==> config.mk <==
export PLATFORM = sky130hd
export DESIGN_NAME = ahp_host_port
export DESIGN_NICKNAME = d
export VERILOG_FILES = /design/src/pkg/ahp_pkg.sv /design/src/hdl/ahp_host_port.sv
export SDC_FILE = /design/constraint.sdc
export NUM_CORES = 1
export LEC_CHECK = 0
export ABC_AREA = 1
export ABC_CLOCK_PERIOD_IN_PS = 3660
export BUFFER_PORTS_ARGS = -buffer_cell sky130_fd_sc_hd__buf_4
export CAP_MARGIN = 5
export CORE_MARGIN = 8
export CORE_UTILIZATION = 25
export CTS_CLUSTER_DIAMETER = 200
export DETAILED_ROUTE_END_ITERATION = 8
export HOLD_SLACK_MARGIN = 0.08
export MAX_ROUTING_LAYER = met4
export PLACE_DENSITY = 0.46
export REMOVE_ABC_BUFFERS = 1
export SETUP_SLACK_MARGIN = 0.02
export SLEW_MARGIN = 10
export SYNTH_ARGS = -nofsm -noshare
export SYNTH_HDL_FRONTEND = slang
export SYNTH_SLANG_ARGS = --single-unit
==> constraint.sdc <==
create_clock -name clock_i -period 3.66 [get_ports clock_i]
set_input_delay 0.549 -clock clock_i [delete_from_list [all_inputs] [get_ports clock_i]]
set_output_delay 0.549 -clock clock_i [all_outputs]
set_load 0.01 [all_outputs]
==> src/pkg/ahp_pkg.sv <==
// Constants and carrier types for the converter host port
package ahp_pkg;
  localparam int DATA_W  = 10;
  localparam int IN_W    = 10;
  localparam int GAIN_W  = 3;
  localparam int PROD_W  = 16;
  localparam int STAGES  = 4;

  // Conversion range of the amplified value, in output steps
  localparam logic signed [PROD_W-1:0] VQ_ZS     = -16'sh0200;
  localparam logic signed [PROD_W-1:0] VQ_FS     = 16'sh01ff;
  localparam logic signed [PROD_W-1:0] VQ_OFFSET = 16'sh0200;
  localparam logic [DATA_W-1:0] CODE_MIN = 10'h000;
  localparam logic [DATA_W-1:0] CODE_MAX = 10'h3ff;
  localparam logic [DATA_W-1:0] MSB_FLIP = 10'h200;

  // Configuration word layout: select in [9:8], payload below
  localparam int SEL_HI = 9;
  localparam int SEL_LO = 8;
  localparam logic [1:0] SEL_CTRL    = 2'h0;
  localparam logic [1:0] SEL_DAC_LO  = 2'h2;
  localparam logic [1:0] SEL_DAC_HI  = 2'h3;
  localparam int BIT_TWOS    = 0;
  localparam int BIT_PWRDN   = 1;
  localparam int BIT_CLAMP   = 2;
  localparam int BIT_USE_DAC = 3;
  localparam int GAIN_LO     = 4;
  localparam int GAIN_HI     = 6;
  localparam int DAC_LO_W    = 8;
  localparam int DAC_HI_W    = 2;

  localparam logic [GAIN_W-1:0] GAIN_RST = 3'h1;
  localparam logic [DATA_W-1:0] DAC_RST  = 10'h200;

  typedef struct packed {
    logic              twos;
    logic              pwrdn;
    logic              clamp_en;
    logic              use_dac;
    logic [GAIN_W-1:0] gain;
    logic [DATA_W-1:0] dac_code;
  } ahp_cfg_type;

  typedef struct packed {
    logic              over;
    logic [DATA_W-1:0] code;
  } ahp_word_type;
endpackage

==> src/hdl/ahp_host_port.sv <==
// Digital side of the pipelined converter with its shared host bus
`timescale 1ns/1ns

module ahp_host_port (
  // Clock and reset
  input  wire logic                         clock_i,
  input  wire logic                         rst_n_i,
  // Digitised analog inputs
  input  wire logic [ahp_pkg::IN_W-1:0]     analog_in_pos_i,
  input  wire logic [ahp_pkg::IN_W-1:0]     analog_in_neg_i,
  input  wire logic [ahp_pkg::DATA_W-1:0]   external_clamp_level_in_i,
  // Host control pins
  input  wire logic                         output_disable_i,
  input  wire logic                         write_strobe_i,
  // Shared data bus and its range flag
  input  wire logic [ahp_pkg::DATA_W-1:0]   shared_data_bus_i,
  output logic      [ahp_pkg::DATA_W-1:0]   shared_data_bus_o,
  output logic                              shared_data_bus_oe_o,
  output logic                              range_exceeded_flag_o,
  // Sample handshake
  output logic                              sample_valid_o,
  input  wire logic                         sample_ready_i,
  output logic                              pipe_ready_o,
  // Configuration seen by the analog side
  output logic [ahp_pkg::GAIN_W-1:0]        gain_o,
  output logic                              power_down_o,
  output logic                              clamp_enable_o,
  output logic [ahp_pkg::DATA_W-1:0]        clamp_buffer_out_o
);

  // Pin synchronisers, three deep
  logic [2:0]                  oe_sync;
  logic [2:0]                  wr_sync;
  logic [ahp_pkg::DATA_W-1:0]  bus_s1;
  logic [ahp_pkg::DATA_W-1:0]  bus_s2;
  logic [ahp_pkg::DATA_W-1:0]  bus_s3;
  logic                        oe_level;
  logic                        wr_level;
  logic [ahp_pkg::DATA_W-1:0]  wr_data;
  logic [2:0]                  next_oe_sync;
  logic [2:0]                  next_wr_sync;
  logic                        next_oe_level;
  logic                        next_wr_level;
  logic [ahp_pkg::DATA_W-1:0]  next_wr_data;
  logic                        wr_fall;

  always_comb begin
    next_oe_sync  = {oe_sync[1:0], output_disable_i};
    next_wr_sync  = {wr_sync[1:0], write_strobe_i};
    next_oe_level = oe_level;
    next_wr_level = wr_level;
    next_wr_data  = wr_data;
    wr_fall       = 1'b0;
    // A change counts only once stages two and three agree
    if (oe_sync[1] == oe_sync[2]) begin
      next_oe_level = oe_sync[2];
    end
    if (wr_sync[1] == wr_sync[2]) begin
      next_wr_level = wr_sync[2];
      wr_fall       = wr_level & ~wr_sync[2];
    end
    // Keep the word seen while the strobe was high; hold time is short
    if (wr_sync[1] & wr_sync[2]) begin
      next_wr_data = bus_s3;
    end
  end

  always_ff @(posedge clock_i or negedge rst_n_i) begin
    if (!rst_n_i) begin
      oe_sync  <= 3'h7;
      wr_sync  <= 3'h0;
      bus_s1   <= '0;
      bus_s2   <= '0;
      bus_s3   <= '0;
      oe_level <= 1'b1;
      wr_level <= 1'b0;
      wr_data  <= '0;
    end else begin
      oe_sync  <= next_oe_sync;
      wr_sync  <= next_wr_sync;
      bus_s1   <= shared_data_bus_i;
      bus_s2   <= bus_s1;
      bus_s3   <= bus_s2;
      oe_level <= next_oe_level;
      wr_level <= next_wr_level;
      wr_data  <= next_wr_data;
    end
  end

  // Write-only configuration registers
  ahp_pkg::ahp_cfg_type cfg;
  ahp_pkg::ahp_cfg_type next_cfg;

  always_comb begin
    next_cfg = cfg;
    if (wr_fall) begin
      unique case (wr_data[ahp_pkg::SEL_HI:ahp_pkg::SEL_LO])
        ahp_pkg::SEL_CTRL: begin
          next_cfg.twos     = wr_data[ahp_pkg::BIT_TWOS];
          next_cfg.pwrdn    = wr_data[ahp_pkg::BIT_PWRDN];
          next_cfg.clamp_en = wr_data[ahp_pkg::BIT_CLAMP];
          next_cfg.use_dac  = wr_data[ahp_pkg::BIT_USE_DAC];
          next_cfg.gain =
            wr_data[ahp_pkg::GAIN_HI:ahp_pkg::GAIN_LO];
        end
        ahp_pkg::SEL_DAC_LO: begin
          next_cfg.dac_code[ahp_pkg::DAC_LO_W-1:0] =
            wr_data[ahp_pkg::DAC_LO_W-1:0];
        end
        ahp_pkg::SEL_DAC_HI: begin
          next_cfg.dac_code[ahp_pkg::DATA_W-1:ahp_pkg::DAC_LO_W] =
            wr_data[ahp_pkg::DAC_HI_W-1:0];
        end
        // Select 01 is unused; such a word changes nothing
        default: begin
          next_cfg = cfg;
        end
      endcase
    end
  end

  always_ff @(posedge clock_i or negedge rst_n_i) begin
    // Reset leaves unity gain and a mid-scale clamp code
    if (!rst_n_i) begin
      cfg.twos     <= 1'b0;
      cfg.pwrdn    <= 1'b0;
      cfg.clamp_en <= 1'b0;
      cfg.use_dac  <= 1'b0;
      cfg.gain     <= ahp_pkg::GAIN_RST;
      cfg.dac_code <= ahp_pkg::DAC_RST;
    end else begin
      cfg <= next_cfg;
    end
  end

  // Conversion pipeline: difference, gain, saturate, coding
  logic [ahp_pkg::STAGES-1:0]          vld;
  logic signed [ahp_pkg::IN_W:0]       diff;
  logic signed [ahp_pkg::PROD_W-1:0]   amp;
  ahp_pkg::ahp_word_type               sat;
  ahp_pkg::ahp_word_type               fmt;
  logic [ahp_pkg::STAGES-1:0]          next_vld;
  logic signed [ahp_pkg::IN_W:0]       next_diff;
  logic signed [ahp_pkg::PROD_W-1:0]   next_amp;
  ahp_pkg::ahp_word_type               next_sat;
  ahp_pkg::ahp_word_type               next_fmt;
  logic signed [ahp_pkg::PROD_W-1:0]   prod;
  logic signed [ahp_pkg::PROD_W-1:0]   biased;
  logic [ahp_pkg::GAIN_W:0]            gain_steps;
  logic                                advance;
  logic                                buf_in_ready;

  // A full buffer freezes the pipe so no word is overwritten
  assign advance = buf_in_ready;

  always_comb begin
    next_vld   = vld;
    next_diff  = diff;
    next_amp   = amp;
    next_sat   = sat;
    next_fmt   = fmt;
    gain_steps = {1'b0, cfg.gain} + {{ahp_pkg::GAIN_W{1'b0}}, 1'b1};
    // Difference times at most eight always fits the product width
    prod = ahp_pkg::PROD_W'(diff * $signed({1'b0, gain_steps}));
    biased = amp + ahp_pkg::VQ_OFFSET;
    if (advance) begin
      // Power-down stops new samples from entering
      next_vld  = {vld[ahp_pkg::STAGES-2:0], ~cfg.pwrdn};
      next_diff = $signed({1'b0, analog_in_pos_i})
                - $signed({1'b0, analog_in_neg_i});
      // Half-step gain units: (code + 1) / 2
      next_amp  = prod >>> 1;
      if (amp < ahp_pkg::VQ_ZS) begin
        next_sat.code = ahp_pkg::CODE_MIN;
        next_sat.over = 1'b1;
      end else if (amp > ahp_pkg::VQ_FS) begin
        next_sat.code = ahp_pkg::CODE_MAX;
        next_sat.over = 1'b1;
      end else begin
        next_sat.code = biased[ahp_pkg::DATA_W-1:0];
        next_sat.over = 1'b0;
      end
      next_fmt.over = sat.over;
      next_fmt.code = cfg.twos ? (sat.code ^ ahp_pkg::MSB_FLIP)
                               : sat.code;
    end
  end

  always_ff @(posedge clock_i or negedge rst_n_i) begin
    if (!rst_n_i) begin
      vld  <= '0;
      diff <= '0;
      amp  <= '0;
      sat  <= '0;
      fmt  <= '0;
    end else begin
      vld  <= next_vld;
      diff <= next_diff;
      amp  <= next_amp;
      sat  <= next_sat;
      fmt  <= next_fmt;
    end
  end

  // Two-entry output buffer
  // Depth is fixed: the pointers are one bit wide
  localparam int BUF_DEPTH = 2;
  ahp_pkg::ahp_word_type  mem [2];
  ahp_pkg::ahp_word_type  next_mem [2];
  logic                   wr_ptr;
  logic                   rd_ptr;
  logic [1:0]             count;
  logic                   next_wr_ptr;
  logic                   next_rd_ptr;
  logic [1:0]             next_count;
  logic                   push;
  logic                   pop;

  assign buf_in_ready = (count != 2'h2);
  assign pipe_ready_o = buf_in_ready;
  // Push waits for a free slot even with a pop due; costs a cycle when full
  assign push = vld[ahp_pkg::STAGES-1] & buf_in_ready;
  assign pop  = (count != 2'h0) & sample_ready_i;

  always_comb begin
    next_mem    = mem;
    next_wr_ptr = wr_ptr;
    next_rd_ptr = rd_ptr;
    next_count  = count;
    if (push) begin
      next_mem[wr_ptr] = fmt;
      next_wr_ptr      = ~wr_ptr;
    end
    if (pop) begin
      next_rd_ptr = ~rd_ptr;
    end
    unique case ({push, pop})
      2'b10:   next_count = count + 2'h1;
      2'b01:   next_count = count - 2'h1;
      default: next_count = count;
    endcase
  end

  always_ff @(posedge clock_i or negedge rst_n_i) begin
    if (!rst_n_i) begin
      wr_ptr <= 1'b0;
      rd_ptr <= 1'b0;
      count  <= 2'h0;
    end else begin
      wr_ptr <= next_wr_ptr;
      rd_ptr <= next_rd_ptr;
      count  <= next_count;
    end
  end

  // One register per slot; a slot only changes when the pointer picks it
  for (genvar e = 0; e < BUF_DEPTH; e++) begin : g_slot
    always_ff @(posedge clock_i or negedge rst_n_i) begin
      if (!rst_n_i) begin
        mem[e] <= '0;
      end else begin
        mem[e] <= next_mem[e];
      end
    end
  end

  // Only sample words ever reach the bus; settings are never read back
  assign shared_data_bus_o     = mem[rd_ptr].code;
  assign range_exceeded_flag_o = mem[rd_ptr].over;
  assign shared_data_bus_oe_o  = ~oe_level;
  assign sample_valid_o        = (count != 2'h0);

  // Settings toward the analog side
  assign gain_o             = cfg.gain;
  assign power_down_o       = cfg.pwrdn;
  assign clamp_enable_o     = cfg.clamp_en;
  assign clamp_buffer_out_o = cfg.use_dac ? cfg.dac_code
                                          : external_clamp_level_in_i;

endmodule

==> impl_metrics.csv <==
group,metric,value,unit
run_status,status,"complete, no violations",
sta,slew_violations,0,
sta,maxSlewHeadroom,34.5,%
grt,grt_pass1_vias,5701,
power,power_density,1090,nW/µm²
floorplan,die_w,191,µm
critical_path,critical_path.cell_chain,"ha_4, xnor2_4, buf_6, nor2_4, ha_4, fa_1, inv_1, fa_1, inv_1, ha_4, buf_4, inv_1, o21bai_1, nor2_1, nand4_1, nand3_1, nand2_1",
synth,async_flop_share,100,%
synth,synth_edf_count,0,
floorplan,initial_core_util,25.3,%
critical_path,crit_required,3.96,ns
critical_path,slowest_stage,"dfstp_2",
grt,grt_use_met2,14.8,%
drt,drc,0,
sta,finalSetupTns,0,ns
synth,syn-cell-area,7690,µm²
clocking,numCtsBuffers,17,
clocking,clock_latency,0.41,ns
sta,fin_skew,0.00975,ns
drt,wl_per_cell,11.4,µm
clocking,cts.sinks,143,
job,drv_cap,0,
floorplan,fp.dieH,191,µm
drt,ant_nets,0,
clocking,cts-root-buf,"clkbuf_16",
final_layout,fin_util,32.6,%
power,clkPwrFrac,16.6,%
drt,first_iter_violations,342,
synth,synth_seq_cells,143,
synth,syn_inst,909,
critical_path,slowest_delay,0.56,ns
grt,antenna_found_initial,0,
floorplan,io_pins,74,
critical_path,cp.arrival,3.80,ns
power,p_seq_share,23.0,%
worst_hold_path,hold_path.class,"in2async",
placed_design,dpl.hpwl,11.8,mm
power,total_leakage_power,5.03,nW
clocking,clockBufferDepth,2,
sta,post-route-period-util,95.6,%
critical_path,setup.worst_path.class,"reg2reg",
clocking,postCtsHoldBufs,0,
critical_path,path_max_fanout,5,
final_layout,area_growth,28.7,%
synth,dominantRegCellSynth,"dfrtp_1",
power,ir_worst_vdd,0.465,mV
grt,use_met1,12.5,%
sta,setup_violations,0,
drt,detail_route.first_pass.iterations,4,
synth,yosysSeqAreaShare,46.6,%
grt,grt_usage,9.59,%
synth,synth_top_cell_by_area,"dfrtp_1",
placed_design,port_buffers,73,
sta,hold_viol_final,0,
drt,route.vias.total,5640,
sta,tightest_slew,0.982,ns
power,pwr-share-comb,60.4,%
synth,syn_avg_cell_area,8.47,µm²
grt,grt-busiest-layer,"met2",
synth,yosys.area.top_type_share,44.6,%
power,switching_share,42.7,%
final_layout,layout-drive-gt1-share,24.8,%
synth,yosys_warnings,0,
clocking,cts_tree,"built",
power,p_int,6.20,mW
synth,yosys-top-cells-area,"dfrtp_1 45%, nand2_1 13%, inv_1 7.6%",
grt,grt_pass1_wl,27.9,mm
floorplan,die-area,36600,µm²
final_layout,finalNetCount,1118,
synth,synth.most_common_cell,"nand2_1",
sta,fmax,286,MHz
floorplan,row_count,64,
floorplan,core,30400,µm²
grt,overflow,0,
critical_path,startpoint_type,"flop",
final_layout,diodes,0,
grt,grtUsageMet3,1.81,%
grt,grt_max_degree,76,
power,power_switching,4.62,mW
drt,via_per_inst,3.99,
clocking,htree_levels,4,
placed_design,place.gp.congestion,0.832,
critical_path,worst_setup_path_end_kind,"flop",
drt,wirelength,16.1,mm
clocking,clk_pin_slew,0.07,ns
synth,synth_cell_type_count,31,
sta,timing.final.crit_period,3.50,ns
synth,ys_top_cells_by_count,"273 x nand2_1, 156 x inv_1, 137 x dfrtp_1",
-- path summary, 6_finish.rpt --
path / cells after the start / startpoint / endpoint / slack [ns]
worst max-delay path: 17 / gain_o[0] / amp[13] / 0.16
worst min-delay path: 1 / rst_n_i / bus_s1[7] / 0.14
worst max register to register: 17 / gain_o[0] / amp[13] / 0.16
worst min register to register: 0 / wr_sync[0] / wr_sync[1] / 0.34
max in group asynchronous: 2 / rst_n_i / mem[3] / 2.71
min in group clock_i: 1 / shared_data_bus_i[3] / bus_s1[3] / 0.23
-- placed cells by master, fill, tap and decap left out, types with 14 or more instances in the layout --
cell type    n
ha_1        28
o21ai_0     79
clkbuf_16   17
nand3_1     25
inv_2       16
inv_1      141
dfrtp_1    137
ha_4        14
nor2_1      40
nand2_2     17
fa_1        23
nand2_1    251
buf_4      100
-- metal layers --
layer	routed length, µm	part of all wire, %	vias to the layer above
li1	-	-	2993
met1	8000	50	2566
met2	7370	46	66
met3	524	3.3	15
met4	194	1.2	0
met5	0	0	-
-- cell type report --
cell class	instances	area, µm²
fill	3211	20500
multi-input combinational	581	3790
sequential	143	3590
timing repair buffer	106	827
inverter	157	589
tap	396	495
clock buffer	19	443
clock inverter	13	176
-- kinds of logic after synthesis --
kind of cell,count (synthesis),synth area share [%]
mux,10,1.46
compound gates,111,7.89
flops,143,46.6
xor+xnor,11,1.25
simple gates,381,19.9
buf+inv,185,9.50
fa+ha+maj,68,13.4
-- power groups by stage --
stage / combinational (mW) / clock, mW / sequential, mW
detailed placement: 5.27 / 0 / 2.51
floorplan: 3.49 / 0 / 2.42
global route: 7.45 / 1.94 / 2.56
CTS: 5.77 / 1.86 / 2.49
finish: 6.53 / 1.80 / 2.49
global placement: 5.25 / 0 / 2.50
-- state kept, by name, summed over array words and instances, names as in the netlist --
name,cells
mem,22
amp,15
cfg,12
diff,11
fmt,11
sat,11
bus_s1,10
bus_s2,10
bus_s3,10
wr_data,10
vld,4
gain_o,3
oe_sync,3
wr_sync,3
count,2
clamp_enable_o,1
oe_level,1
power_down_o,1
rd_ptr,1
wr_level,1
wr_ptr,1
-- stage by stage --
stage / cell area [µm²] / setup WS, ns / hold WS [ns] / instances / power [mW]
finish: 9910 / 0.161 / 0.136 / 1415 / 10.8
global route: 9910 / -0.00369 / 0.196 / 1415 / 11.9
CTS: 9610 / 0.00986 / 0.169 / 1412 / 10.1
detailed placement: 8840 / -0.0920 / 0.335 / 1379 / 7.79
global placement: 8840 / -0.0661 / 0.332 / 1379 / 7.75
floorplan: 7550 / -0.220 / 0.253 / 881 / 5.91
-- repair_timing --
action,CTS,global route
endpoints found under the setup margin,9,11
pin swaps,10,47
buffers inserted,0,3
gates cloned,1,0
resized for setup,26,75
-- worst max-delay path, delay by kind of cell, from the launching register on --
family	cells	cell delay (ns)
AOI/OAI and AO/OA	1	0.07
xor gates and xnor gates	1	0.09
adders and majority gates	5	1.63
buffers and inverters	5	0.46
DFF	1	0.56
and+or+nand+nor	5	0.58
No activity file was read; power rests on OpenSTA's default activity.
